[config.mk]
export PLATFORM = sky130hd
export DESIGN_NAME = urd_top
export DESIGN_NICKNAME = d
export VERILOG_FILES = /design/src/rtl/urd_pkg.sv /design/src/rtl/urd_top.sv
export SDC_FILE = /design/constraint.sdc
export NUM_CORES = 1
export LEC_CHECK = 0
export ABC_AREA = 1
export BUFFER_PORTS_ARGS = -buffer_cell sky130_fd_sc_hd__clkbuf_2
export CAP_MARGIN = 30
export CORE_MARGIN = 5
export CORE_UTILIZATION = 25
export CTS_CLUSTER_DIAMETER = 80
export CTS_CLUSTER_SIZE = 25
export DETAILED_ROUTE_END_ITERATION = 6
export GPL_TIMING_DRIVEN = 0
export PLACE_DENSITY_LB_ADDON = 0.05
export SLEW_MARGIN = 10
export SYNTH_ARGS = -nofsm -noshare
export SYNTH_HDL_FRONTEND = slang
export SYNTH_SLANG_ARGS = --single-unit
export TNS_END_PERCENT = 30
[constraint.sdc]
create_clock -name i_mclk -period 3.7 [get_ports i_mclk]
set_clock_uncertainty 0.05 [all_clocks]
set_input_delay 1.11 -clock i_mclk [delete_from_list [all_inputs] [get_ports i_mclk]]
set_output_delay 1.11 -clock i_mclk [all_outputs]
set_load 0.03 [all_outputs]
[src/rtl/urd_pkg.sv]
// Purpose: Shared constants and types for the serial port rate divider and status block
// Assumes: Byte-wide register file, 12-bit register addresses
// Notes:   Offsets, fields and counts used by the logic are named here, except the frame status bits and synchroniser depth
package urd_pkg;

  // ---------------------------------------------------------------
  // Register offsets
  // ---------------------------------------------------------------
  localparam logic [11:0] ADDR_HOLDING = 12'hf40;
  localparam logic [11:0] ADDR_LINE_STATUS = 12'hf41;
  localparam logic [11:0] ADDR_LINE_CONTROL = 12'hf42;
  localparam logic [11:0] ADDR_AUX_CONTROL = 12'hf43;
  localparam logic [11:0] ADDR_FRAME_STATUS = 12'hf44;
  localparam logic [11:0] ADDR_DIV_HIGH = 12'hf46;
  localparam logic [11:0] ADDR_DIV_LOW = 12'hf47;

  // ---------------------------------------------------------------
  // Reset values
  // ---------------------------------------------------------------
  localparam logic [7:0] LINE_CONTROL_RST = 8'h00;
  localparam logic [7:0] AUX_CONTROL_RST = 8'h00;
  localparam logic [7:0] DIV_HIGH_RST = 8'hff;
  localparam logic [7:0] DIV_LOW_RST = 8'hff;
  localparam logic [7:0] BYTE_ZERO = 8'h00;

  // ---------------------------------------------------------------
  // Timing
  // ---------------------------------------------------------------
  localparam int unsigned OVERSAMPLE = 16;
  localparam logic [3:0] OS_LAST = 4'(OVERSAMPLE - 1);
  localparam logic [3:0] OS_MID = 4'(OVERSAMPLE / 2 - 1);
  localparam logic [2:0] DATA_LAST = 3'h7;
  localparam logic [15:0] DIV_ONE = 16'h0001;
  localparam int unsigned FIFO_WIDTH = 8;
  localparam int unsigned FIFO_DEPTH = 8;

  // ---------------------------------------------------------------
  // Register layouts
  // ---------------------------------------------------------------
  typedef struct packed {
    logic transmitter_on;
    logic receiver_on;
    logic flow_control_gate;
    logic parity_on;
    logic parity_odd;
    logic force_break;
    logic two_stop;
    logic loopback_on;
  } urd_line_control_s;

  typedef struct packed {
    logic mp_mode_hi;
    logic mp_on;
    logic mp_mode_lo;
    logic mp_send_bit;
    logic de_polarity;
    logic divider_timer_ctl;
    logic rx_irq_off;
    logic ir_on;
  } urd_aux_control_s;

  typedef struct packed {
    logic rx_byte_waiting;
    logic parity_fault;
    logic overrun;
    logic framing_fault;
    logic line_break_seen;
    logic tx_holding_empty;
    logic shifter_idle;
    logic cts_level;
  } urd_line_status_s;

  typedef enum logic [2:0] {
    SER_IDLE,
    SER_START,
    SER_DATA,
    SER_NINTH,
    SER_STOP,
    SER_STOP2
  } urd_ser_state_e;

endpackage : urd_pkg

[src/rtl/urd_top.sv]
// Purpose: Rate divider, holding registers, line and frame status of a serial port
// Assumes: Register file strobes are one-cycle pulses on i_mclk; pins are asynchronous
// Notes:   Transmit bytes pass an 8-word FIFO; read data appears one cycle after i_rd
`timescale 1ns/100ps

// ---------------------------------------------------------------
// Transmit FIFO
// ---------------------------------------------------------------
module urd_fifo #(
  parameter int unsigned WIDTH = 8,
  parameter int unsigned DEPTH = 8
) (
  input wire logic i_mclk,
  input wire logic i_srst,
  input wire logic i_ce,
  input wire logic i_in_valid,
  output logic o_in_ready,
  input wire logic [WIDTH-1:0] i_in_data,
  output logic o_out_valid,
  input wire logic i_out_ready,
  output logic [WIDTH-1:0] o_out_data
);
  localparam int unsigned AW = $clog2(DEPTH);
  logic [WIDTH-1:0] mem [DEPTH];
  logic [AW-1:0] wr_ptr_reg;
  logic [AW-1:0] rd_ptr_reg;
  logic [AW:0] count_reg;
  logic push;
  logic pop;

  assign o_in_ready = (count_reg != (AW+1)'(DEPTH));
  assign o_out_valid = (count_reg != '0);
  assign o_out_data = mem[rd_ptr_reg];
  assign push = i_in_valid && o_in_ready;
  assign pop = o_out_valid && i_out_ready;

  always_ff @(posedge i_mclk) begin
    if (i_ce && push) begin
      mem[wr_ptr_reg] <= i_in_data;
    end
  end

  always_ff @(posedge i_mclk) begin
    if (i_srst) begin
      wr_ptr_reg <= '0;
      rd_ptr_reg <= '0;
      count_reg <= '0;
    end else if (i_ce) begin
      if (push) begin
        wr_ptr_reg <= (wr_ptr_reg == AW'(DEPTH - 1)) ? '0 : wr_ptr_reg + 1'b1;
      end
      if (pop) begin
        rd_ptr_reg <= (rd_ptr_reg == AW'(DEPTH - 1)) ? '0 : rd_ptr_reg + 1'b1;
      end
      if (push && !pop) begin
        count_reg <= count_reg + 1'b1;
      end else if (pop && !push) begin
        count_reg <= count_reg - 1'b1;
      end
    end
  end
endmodule : urd_fifo

// Functional notes
// - Divisor is high byte over low byte, sixteen bits.
// - Bit rate is system clock over sixteen times divisor.
// - With port disabled, divider runs as 16-bit timer raising interrupts.
// - Timer interrupt comes every divisor count of system clocks.
// - Bytes written to transmit holding are shifted out on the pin.
// - Receive holding shares the transmit address; reads return last byte.
// - Line status bits: waiting, parity, overrun, framing, break, empty, idle, cts.
// - Byte-waiting flag sets on received byte, clears on receive read.
// - Parity fault sets on bad parity, clears on receive read.
// - Overrun sets on unread byte; read clears only when waiting flag zero.
// - Framing fault sets on missing stop bit, clears on receive read.
// - Break flag sets when data, ninth and stop bits are zero.
// - Holding-empty sets when room exists, clears on any transmit write.
// - Shifter-idle high only when shifter empty and character fully sent.
// - Line status bit 0 returns present clear-to-send level.
// - First-of-frame set on first data byte of frame, cleared by receive read.
// - Frame status reports last ninth bit, zeroed by receive read.
// - Line control resets to zero with the listed eight fields.
// - Receiver off plus timer bit: interrupt as the count reaches one, reads return running count.
// - On overrun the held byte is kept, new character discarded.
module urd_top (
  input wire logic i_mclk,
  input wire logic i_srst,
  input wire logic i_ce,
  input wire logic [11:0] i_addr,
  input wire logic i_wr,
  input wire logic i_rd,
  input wire logic [7:0] i_wdata,
  output logic [7:0] o_rdata,
  output logic o_rvalid,
  input wire logic i_serial_in_pin,
  input wire logic i_cts_n,
  output logic o_serial_out_pin,
  output logic o_timer_irq,
  output logic o_tx_ready
);
  // ---------------------------------------------------------------
  // Register state
  // ---------------------------------------------------------------
  urd_pkg::urd_line_control_s ctl_reg;
  urd_pkg::urd_aux_control_s aux_reg;
  logic [7:0] div_hi_reg;
  logic [7:0] div_lo_reg;
  logic [15:0] divisor;
  logic [15:0] cnt_reg;
  logic tick_reg;
  logic [7:0] rx_holding_reg;
  logic rda_reg;
  logic pe_reg;
  logic oe_reg;
  logic fe_reg;
  logic brk_reg;
  logic tx_holding_empty_reg;
  logic first_reg;
  logic ninth_reg;
  logic prev_addr_reg;
  logic wr_hold;
  logic rd_hold;
  logic fifo_in_ready;
  logic fifo_out_valid;
  logic [7:0] fifo_out_data;
  logic tx_take;

  assign divisor = {div_hi_reg, div_lo_reg};
  assign wr_hold = i_wr && (i_addr == urd_pkg::ADDR_HOLDING);
  assign rd_hold = i_rd && (i_addr == urd_pkg::ADDR_HOLDING);

  // ---------------------------------------------------------------
  // Pin synchronisers
  // ---------------------------------------------------------------
  logic [2:0] rx_sync_reg;
  logic [2:0] cts_sync_reg;
  logic rx_level_reg;
  logic cts_n_level_reg;

  always_ff @(posedge i_mclk) begin
    if (i_srst) begin
      rx_sync_reg <= 3'h7;
      cts_sync_reg <= 3'h7;
      rx_level_reg <= 1'b1;
      cts_n_level_reg <= 1'b1;
    end else if (i_ce) begin
      rx_sync_reg <= {rx_sync_reg[1:0], i_serial_in_pin};
      cts_sync_reg <= {cts_sync_reg[1:0], i_cts_n};
      if (rx_sync_reg[1] == rx_sync_reg[2]) begin
        rx_level_reg <= rx_sync_reg[2];
      end
      if (cts_sync_reg[1] == cts_sync_reg[2]) begin
        cts_n_level_reg <= cts_sync_reg[2];
      end
    end
  end

  // ---------------------------------------------------------------
  // Control registers
  // ---------------------------------------------------------------
  // Writes are taken whenever they come; keeping them to a disabled port is
  // left to software, so a mid-character change takes effect at once.
  always_ff @(posedge i_mclk) begin
    if (i_srst) begin
      ctl_reg <= urd_pkg::urd_line_control_s'(urd_pkg::LINE_CONTROL_RST);
      aux_reg <= urd_pkg::urd_aux_control_s'(urd_pkg::AUX_CONTROL_RST);
      div_hi_reg <= urd_pkg::DIV_HIGH_RST;
      div_lo_reg <= urd_pkg::DIV_LOW_RST;
    end else if (i_ce && i_wr) begin
      case (i_addr)
        urd_pkg::ADDR_LINE_CONTROL: ctl_reg <= urd_pkg::urd_line_control_s'(i_wdata);
        urd_pkg::ADDR_AUX_CONTROL: aux_reg <= urd_pkg::urd_aux_control_s'(i_wdata);
        urd_pkg::ADDR_DIV_HIGH: div_hi_reg <= i_wdata;
        urd_pkg::ADDR_DIV_LOW: div_lo_reg <= i_wdata;
        default: ;
      endcase
    end
  end

  // ---------------------------------------------------------------
  // Rate divider and timer
  // ---------------------------------------------------------------
  // Counts system clocks; each reload is one sixteenth of a bit, so the bit
  // rate is the clock over sixteen times the divisor. A zero divisor acts as one.
  always_ff @(posedge i_mclk) begin
    if (i_srst) begin
      cnt_reg <= {urd_pkg::DIV_HIGH_RST, urd_pkg::DIV_LOW_RST};
      tick_reg <= 1'b0;
    end else if (i_ce) begin
      if (i_wr && (i_addr == urd_pkg::ADDR_DIV_HIGH || i_addr == urd_pkg::ADDR_DIV_LOW)) begin
        cnt_reg <= (i_addr == urd_pkg::ADDR_DIV_LOW) ? {div_hi_reg, i_wdata}
                   : {i_wdata, div_lo_reg};
        tick_reg <= 1'b0;
      end else if (cnt_reg <= urd_pkg::DIV_ONE) begin
        cnt_reg <= divisor;
        tick_reg <= 1'b1;
      end else begin
        cnt_reg <= cnt_reg - urd_pkg::DIV_ONE;
        tick_reg <= 1'b0;
      end
    end
  end

  always_ff @(posedge i_mclk) begin
    if (i_srst) begin
      o_timer_irq <= 1'b0;
    end else if (i_ce) begin
      o_timer_irq <= tick_reg && !ctl_reg.receiver_on && aux_reg.divider_timer_ctl;
    end
  end

  // ---------------------------------------------------------------
  // Transmit path
  // ---------------------------------------------------------------
  urd_fifo #(
    .WIDTH(urd_pkg::FIFO_WIDTH),
    .DEPTH(urd_pkg::FIFO_DEPTH)
  ) u_tx_fifo (
    .i_mclk(i_mclk),
    .i_srst(i_srst),
    .i_ce(i_ce),
    .i_in_valid(wr_hold),
    .o_in_ready(fifo_in_ready),
    .i_in_data(i_wdata),
    .o_out_valid(fifo_out_valid),
    .i_out_ready(tx_take),
    .o_out_data(fifo_out_data)
  );

  always_ff @(posedge i_mclk) begin
    if (i_srst) begin
      tx_holding_empty_reg <= 1'b1;
      o_tx_ready <= 1'b1;
    end else if (i_ce) begin
      tx_holding_empty_reg <= wr_hold ? 1'b0 : fifo_in_ready;
      o_tx_ready <= wr_hold ? 1'b0 : fifo_in_ready;
    end
  end

  urd_pkg::urd_ser_state_e tx_state_reg;
  logic [3:0] tx_os_reg;
  logic [2:0] tx_bit_reg;
  logic [7:0] tx_shift_reg;
  logic tx_ninth_reg;
  logic tx_line_reg;
  logic tx_allowed;

  assign tx_allowed = ctl_reg.transmitter_on && (!ctl_reg.flow_control_gate || !cts_n_level_reg);
  assign tx_take = (tx_state_reg == urd_pkg::SER_IDLE) && tx_allowed && tick_reg;

  always_ff @(posedge i_mclk) begin
    if (i_srst) begin
      tx_state_reg <= urd_pkg::SER_IDLE;
      tx_os_reg <= '0;
      tx_bit_reg <= '0;
      tx_shift_reg <= urd_pkg::BYTE_ZERO;
      tx_ninth_reg <= 1'b0;
      tx_line_reg <= 1'b1;
    end else if (i_ce && tick_reg) begin
      tx_os_reg <= tx_os_reg + 1'b1;
      case (tx_state_reg)
        urd_pkg::SER_IDLE: begin
          tx_line_reg <= 1'b1;
          if (tx_take && fifo_out_valid) begin
            tx_shift_reg <= fifo_out_data;
            tx_ninth_reg <= aux_reg.mp_on ? aux_reg.mp_send_bit
                            : (^fifo_out_data) ^ ctl_reg.parity_odd;
            tx_os_reg <= '0;
            tx_line_reg <= 1'b0;
            tx_state_reg <= urd_pkg::SER_START;
          end
        end
        urd_pkg::SER_START: begin
          if (tx_os_reg == urd_pkg::OS_LAST) begin
            tx_line_reg <= tx_shift_reg[0];
            tx_bit_reg <= '0;
            tx_state_reg <= urd_pkg::SER_DATA;
          end
        end
        urd_pkg::SER_DATA: begin
          if (tx_os_reg == urd_pkg::OS_LAST) begin
            tx_shift_reg <= {1'b0, tx_shift_reg[7:1]};
            tx_bit_reg <= tx_bit_reg + 1'b1;
            if (tx_bit_reg != urd_pkg::DATA_LAST) begin
              tx_line_reg <= tx_shift_reg[1];
            end else if (ctl_reg.parity_on || aux_reg.mp_on) begin
              tx_line_reg <= tx_ninth_reg;
              tx_state_reg <= urd_pkg::SER_NINTH;
            end else begin
              tx_line_reg <= 1'b1;
              tx_state_reg <= urd_pkg::SER_STOP;
            end
          end
        end
        urd_pkg::SER_NINTH: begin
          if (tx_os_reg == urd_pkg::OS_LAST) begin
            tx_line_reg <= 1'b1;
            tx_state_reg <= urd_pkg::SER_STOP;
          end
        end
        urd_pkg::SER_STOP: begin
          if (tx_os_reg == urd_pkg::OS_LAST) begin
            tx_state_reg <= ctl_reg.two_stop ? urd_pkg::SER_STOP2 : urd_pkg::SER_IDLE;
          end
        end
        urd_pkg::SER_STOP2: begin
          if (tx_os_reg == urd_pkg::OS_LAST) begin
            tx_state_reg <= urd_pkg::SER_IDLE;
          end
        end
        default: tx_state_reg <= urd_pkg::SER_IDLE;
      endcase
    end
  end

  // Break forces the line low at once, cutting any character in flight
  always_ff @(posedge i_mclk) begin
    if (i_srst) begin
      o_serial_out_pin <= 1'b1;
    end else if (i_ce) begin
      o_serial_out_pin <= tx_line_reg && !ctl_reg.force_break;
    end
  end

  // ---------------------------------------------------------------
  // Receive path
  // ---------------------------------------------------------------
  urd_pkg::urd_ser_state_e rx_state_reg;
  logic [3:0] rx_os_reg;
  logic [2:0] rx_bit_reg;
  logic [7:0] rx_shift_reg;
  logic rx_ninth_reg;
  logic rx_in;
  logic rx_done;
  logic rx_stop_ok;
  logic rx_mid;

  assign rx_in = ctl_reg.loopback_on ? tx_line_reg : rx_level_reg;
  assign rx_mid = tick_reg && (rx_os_reg == urd_pkg::OS_MID);
  assign rx_done = i_ce && rx_mid && (rx_state_reg == urd_pkg::SER_STOP);
  assign rx_stop_ok = rx_in;

  always_ff @(posedge i_mclk) begin
    if (i_srst) begin
      rx_state_reg <= urd_pkg::SER_IDLE;
      rx_os_reg <= '0;
      rx_bit_reg <= '0;
      rx_shift_reg <= urd_pkg::BYTE_ZERO;
      rx_ninth_reg <= 1'b0;
    end else if (i_ce && tick_reg) begin
      rx_os_reg <= rx_os_reg + 1'b1;
      case (rx_state_reg)
        urd_pkg::SER_IDLE: begin
          rx_os_reg <= '0;
          rx_ninth_reg <= 1'b0;
          if (ctl_reg.receiver_on && !rx_in) begin
            rx_os_reg <= 4'h1;
            rx_state_reg <= urd_pkg::SER_START;
          end
        end
        urd_pkg::SER_START: begin
          if (rx_mid) begin
            rx_bit_reg <= '0;
            rx_state_reg <= rx_in ? urd_pkg::SER_IDLE : urd_pkg::SER_DATA;
          end
        end
        urd_pkg::SER_DATA: begin
          if (rx_mid) begin
            rx_shift_reg <= {rx_in, rx_shift_reg[7:1]};
            rx_bit_reg <= rx_bit_reg + 1'b1;
            if (rx_bit_reg == urd_pkg::DATA_LAST) begin
              rx_state_reg <= (ctl_reg.parity_on || aux_reg.mp_on) ? urd_pkg::SER_NINTH
                              : urd_pkg::SER_STOP;
            end
          end
        end
        urd_pkg::SER_NINTH: begin
          if (rx_mid) begin
            rx_ninth_reg <= rx_in;
            rx_state_reg <= urd_pkg::SER_STOP;
          end
        end
        urd_pkg::SER_STOP: begin
          if (rx_mid) begin
            rx_state_reg <= urd_pkg::SER_IDLE;
          end
        end
        default: rx_state_reg <= urd_pkg::SER_IDLE;
      endcase
    end
  end

  // ---------------------------------------------------------------
  // Receive holding and status flags
  // ---------------------------------------------------------------
  // A new character wins over a read clear in the same cycle.
  logic rx_bad_parity;
  logic rx_break;
  logic rx_store;

  assign rx_bad_parity = ctl_reg.parity_on && !aux_reg.mp_on
                         && (((^rx_shift_reg) ^ ctl_reg.parity_odd) != rx_ninth_reg);
  assign rx_break = (rx_shift_reg == urd_pkg::BYTE_ZERO) && !rx_ninth_reg && !rx_stop_ok;
  assign rx_store = rx_done && !(rda_reg && !rd_hold);

  always_ff @(posedge i_mclk) begin
    if (i_srst) begin
      rx_holding_reg <= urd_pkg::BYTE_ZERO;
      rda_reg <= 1'b0;
      pe_reg <= 1'b0;
      oe_reg <= 1'b0;
      fe_reg <= 1'b0;
      brk_reg <= 1'b0;
      first_reg <= 1'b0;
      ninth_reg <= 1'b0;
      prev_addr_reg <= 1'b0;
    end else if (i_ce) begin
      if (rx_store) begin
        rx_holding_reg <= rx_shift_reg;
      end
      if (rx_done) begin
        rda_reg <= 1'b1;
        pe_reg <= pe_reg | rx_bad_parity;
        fe_reg <= !rx_stop_ok || (fe_reg && !rd_hold);
        brk_reg <= rx_break || (brk_reg && !rd_hold);
        oe_reg <= (rda_reg && !rd_hold) || (oe_reg && !(rd_hold && !rda_reg));
        ninth_reg <= aux_reg.mp_on && rx_ninth_reg;
        first_reg <= (aux_reg.mp_on && prev_addr_reg && !rx_ninth_reg)
                     || (first_reg && !rd_hold);
        prev_addr_reg <= aux_reg.mp_on && rx_ninth_reg;
        if (rd_hold) begin
          pe_reg <= rx_bad_parity;
        end
      end else if (rd_hold) begin
        rda_reg <= 1'b0;
        pe_reg <= 1'b0;
        fe_reg <= 1'b0;
        brk_reg <= 1'b0;
        first_reg <= 1'b0;
        ninth_reg <= 1'b0;
        if (!rda_reg) begin
          oe_reg <= 1'b0;
        end
      end
    end
  end

  // ---------------------------------------------------------------
  // Read port
  // ---------------------------------------------------------------
  urd_pkg::urd_line_status_s line_status;

  always_comb begin
    line_status.rx_byte_waiting = rda_reg;
    line_status.parity_fault = pe_reg;
    line_status.overrun = oe_reg;
    line_status.framing_fault = fe_reg;
    line_status.line_break_seen = brk_reg;
    line_status.tx_holding_empty = tx_holding_empty_reg;
    line_status.shifter_idle = (tx_state_reg == urd_pkg::SER_IDLE) && !fifo_out_valid;
    line_status.cts_level = cts_n_level_reg;
  end

  always_ff @(posedge i_mclk) begin
    if (i_srst) begin
      o_rdata <= urd_pkg::BYTE_ZERO;
      o_rvalid <= 1'b0;
    end else if (i_ce) begin
      o_rvalid <= i_rd;
      if (i_rd) begin
        case (i_addr)
          urd_pkg::ADDR_HOLDING: o_rdata <= rx_holding_reg;
          urd_pkg::ADDR_LINE_STATUS: o_rdata <= line_status;
          urd_pkg::ADDR_LINE_CONTROL: o_rdata <= ctl_reg;
          urd_pkg::ADDR_AUX_CONTROL: o_rdata <= aux_reg;
          urd_pkg::ADDR_FRAME_STATUS: o_rdata <= {6'h00, first_reg, ninth_reg};
          urd_pkg::ADDR_DIV_HIGH: o_rdata <= aux_reg.divider_timer_ctl ? cnt_reg[15:8]
                                            : div_hi_reg;
          urd_pkg::ADDR_DIV_LOW: o_rdata <= aux_reg.divider_timer_ctl ? cnt_reg[7:0]
                                           : div_lo_reg;
          default: o_rdata <= urd_pkg::BYTE_ZERO;
        endcase
      end
    end
  end
endmodule : urd_top

==> insert_results.sql <==
INSERT INTO impl_metrics (metric_group, metric, value, unit) VALUES
('run_status', 'run_status', 'finished, final reports clean', ''),
('route', 'vias', '8691', ''),
('power_and_ir_drop', 'ir_worst_vdd', '0.246', 'mV'),
('clocking', 'cts_inserted_buffers', '18', ''),
('synth', 'postSynth.asyncResetShare', '0', '%'),
('die', 'design.die.area', '44100', 'um^2'),
('critical_path', 'critPathTopFamily', 'simple AND/OR/NAND/NOR gates', ''),
('global_routing', 'number_of_antenna_violations_at_the_first_check_in_global_routing', '0', ''),
('power_and_ir_drop', 'p_per_area', '399', 'nW/um^2'),
('timing', 'tns', '0', 'ns'),
('synth', 'synthTopCellsByCount', 'nand2_1, inv_1, dfxtp_1', ''),
('place', 'routabilityCongestion', '0.788', ''),
('critical_path', 'worst-path-max-fanout', '5', ''),
('clocking', 'cts_post_setup_buffers_inserted', '0', ''),
('critical_path', 'start_kind', 'input pin', ''),
('synth', 'netlist_top_cells_area', 'dfxtp_1, edfxtp_1, nand2_1, a21oi_1, inv_1', ''),
('critical_path', 'path_buf_inv', '3', ''),
('critical_path', 'criticalPathCategory', 'input pin to flip-flop', ''),
('synth', 'total_of_flip_flops_plus_latches_after_synthesis', '201', ''),
('global_routing', 'overflow', '0', ''),
('route', 'detail_route.first_pass.iterations', '5', ''),
('place', 'placed_area', '11000', 'um^2'),
('synth', 'share_of_synthesized_area_occupied_by_flip_flops_and_latches', '46.6', '%'),
('synth', 'synth_top_flop_cell', 'dfxtp_1', ''),
('route', 'remaining_drc_errors', '0', ''),
('clocking', 'clkSlewWorstSetupHoldPaths', '0.09', 'ns'),
('clocking', 'cts.path.max_buffers', '3', ''),
('finish', 'ratio_of_cells_with_drive_above_1_in_the_final_layout', '10.8', '%'),
('clocking', 'htree_levels', '1', ''),
('die', 'core_area', '39600', 'um^2'),
('place', 'dp.final_hpwl', '26.0', 'mm'),
('synth', 'yosysWarningCount', '0', ''),
('route', 'drt_iter0_drc', '468', ''),
('die', 'design.portCount', '39', ''),
('global_routing', 'gr-usage-all-layers', '15.6', '%'),
('synth', 'syn_nets', '1319', ''),
('synth', 'synthesis.area_per_instance', '7.87', 'um^2'),
('place', 'numPortBuffers', '35', ''),
('timing', 'min_period_over_period', '89.0', '%'),
('critical_path', 'critPathRequiredTime', '4.06', 'ns'),
('critical_path', 'crit_path_top_cell_by_count', 'nor2_1', ''),
('die', 'placement_rows', '73', ''),
('power_and_ir_drop', 'cellLeakagePower', '4.83', 'nW'),
('synth', 'synth_cell_types', '56', ''),
('clocking', 'clock_tree.root_cell', 'clkbuf_16', ''),
('clocking', 'cts.sink_count', '201', ''),
('timing', 'max_freq', '304', 'MHz'),
('die', 'die_h', '210', 'um'),
('run', 'max_cap_viol_count', '0', ''),
('die', 'chipWidth', '210', 'um'),
('timing', 'final_critical_delay_including_setup_and_external_delays', '3.29', 'ns'),
('synth', 'syn_inst', '1272', ''),
('route', 'wl_cell', '18.7', 'um'),
('critical_path', 'crit_chain', 'clkbuf_2, nor2_1, inv_2, nor3_4, nand2_1, nor3_1, ha_1, inv_1, ha_1, nand2_1, nor2_1, a211oi_1, nor2_1, nor2_1, nand2_1, o21ai_0, a21oi_1', ''),
('finish', 'num_antenna_cells', '0', ''),
('critical_path', 'cp_slowest_stage_delay', '0.35', 'ns'),
('finish', 'finish.net_count', '1382', ''),
('global_routing', 'pin_count_of_the_biggest_net_entering_global_routing', '25', ''),
('die', 'start_util', '25.3', '%'),
('timing', 'worst_slew_margin_rel', '34.8', '%'),
('critical_path', 'endpoint_arrival_time_on_the_critical_path', '3.66', 'ns'),
('critical_path', 'worstSetupEndpointType', 'flip-flop', ''),
('global_routing', 'grt_pass1_wl', '53.7', 'mm'),
('timing', 'finalHoldViolCount', '0', ''),
('clocking', 'worst_skew_pair.late_latency', '0.52', 'ns'),
('route', 'wirelength', '35.1', 'mm'),
('timing', 'setup_violations', '0', ''),
('synth', 'synth_top_area_share', '27.4', '%'),
('synth', 'yosysTopAreaCell', 'dfxtp_1', ''),
('synth', 'netlist_area', '10000', 'um^2'),
('finish', 'largest_register_ffs', '64', '');
[cells in the final DEF (no fill, tap or decap), types with 4 or more instances in the layout]
cell	instances
nor3_1	21
nand4_1	10
xnor2_1	5
a21oi_1	136
nand2_1	266
dfxtp_1	137
mux2i_1	10
clkbuf_1	24
ha_1	19
nand2_2	5
clkinv_8	4
o211ai_1	31
o22ai_1	19
clkbuf_2	36
nor2_1	79
a211oi_1	6
buf_2	17
o21ai_1	7
inv_1	153
edfxtp_1	64
xor2_1	12
clkbuf_16	19
a31oi_1	7
nor3_2	10
buf_6	10
o21ai_0	105
inv_2	9
nand3_1	69
buf_4	4
[worst register-to-register path, delay by kind of cell, from the launching register on]
kind | cells | cell delay [ns]
and+or+nand+nor | 8 | 0.93
adders and majority gates | 2 | 0.65
AOI/OAI and AO/OA | 3 | 0.46
DFF | 1 | 0.38
buffers and inverters | 2 | 0.25
[power by group]
part | internal [mW] | leakage, nW | total, mW | switching [mW]
Clock | 1.04 | 0.316 | 2.12 | 1.08
Combinational | 0.0513 | 2.83 | 0.201 | 0.150
Sequential | 2.29 | 1.69 | 2.31 | 0.0220
[kinds of logic after synthesis]
kind of cell	share of synthesized area (%)
muxes	1.00
adders and majority gates	2.58
AOI/OAI and AO/OA	18.3
DFF	46.6
and+or+nand+nor	21.1
xor gates and xnor gates	1.49
buffers and inverters	8.95
[per-stage QoR]
stage / power [mW] / utilization [%] / setup WS [ns] / cells / hold slack, ns
2_1_floorplan: 2.46 / - / 0.428 / 1272 / 0.377
3_3_place_gp: 2.57 / 27.3 / -1.06 / 1832 / 0.393
3_5_place_dp: 2.57 / 27.6 / -0.259 / 1840 / 0.396
4_1_cts: 4.72 / 29.3 / 0.314 / 1872 / 0.417
5_1_grt: 4.82 / 29.3 / 0.0375 / 1872 / 0.430
6_report: 4.63 / 29.3 / 0.406 / 1872 / 0.413
[final timing paths]
check                                         endpoint  slack, ns  depth (start not counted)            start
worst max register to register  u_tx_fifo.count_reg[3]       0.89                         15  tx_state_reg[1]
worst min register to register         cts_sync_reg[1]       0.41                          2  cts_sync_reg[1]
worst min-delay path                   cts_sync_reg[1]       0.41                          2  cts_sync_reg[1]
worst max-delay path            u_tx_fifo.count_reg[3]       0.41                         17        i_addr[3]
[what timing repair did]
item,CTS,global route
hold buffers,0,0
resized for setup,0,1
endpoints found under the setup margin,0,1
[routing by layer]
metal,vias up,track usage (%),part of all wire [%],routed length (um)
met5,-,0,0,0
met4,0,3.26,1.5,534
met3,32,2.02,3.4,1200
met2,122,26.0,47,16300
li1,4408,-,-,-
met1,4129,21.9,49,17000
[cell type report]
class / count / area (um^2)
Fill cell: 4348 / 28000
Sequential cell: 201 / 4660
Multi-Input combinational cell: 855 / 4490
Tap cell: 525 / 657
Inverter: 165 / 624
Clock buffer: 20 / 489
Buffer: 51 / 272
Timing Repair Buffer: 43 / 254
Clock inverter: 12 / 166
Power figures use the tool's default switching activity.
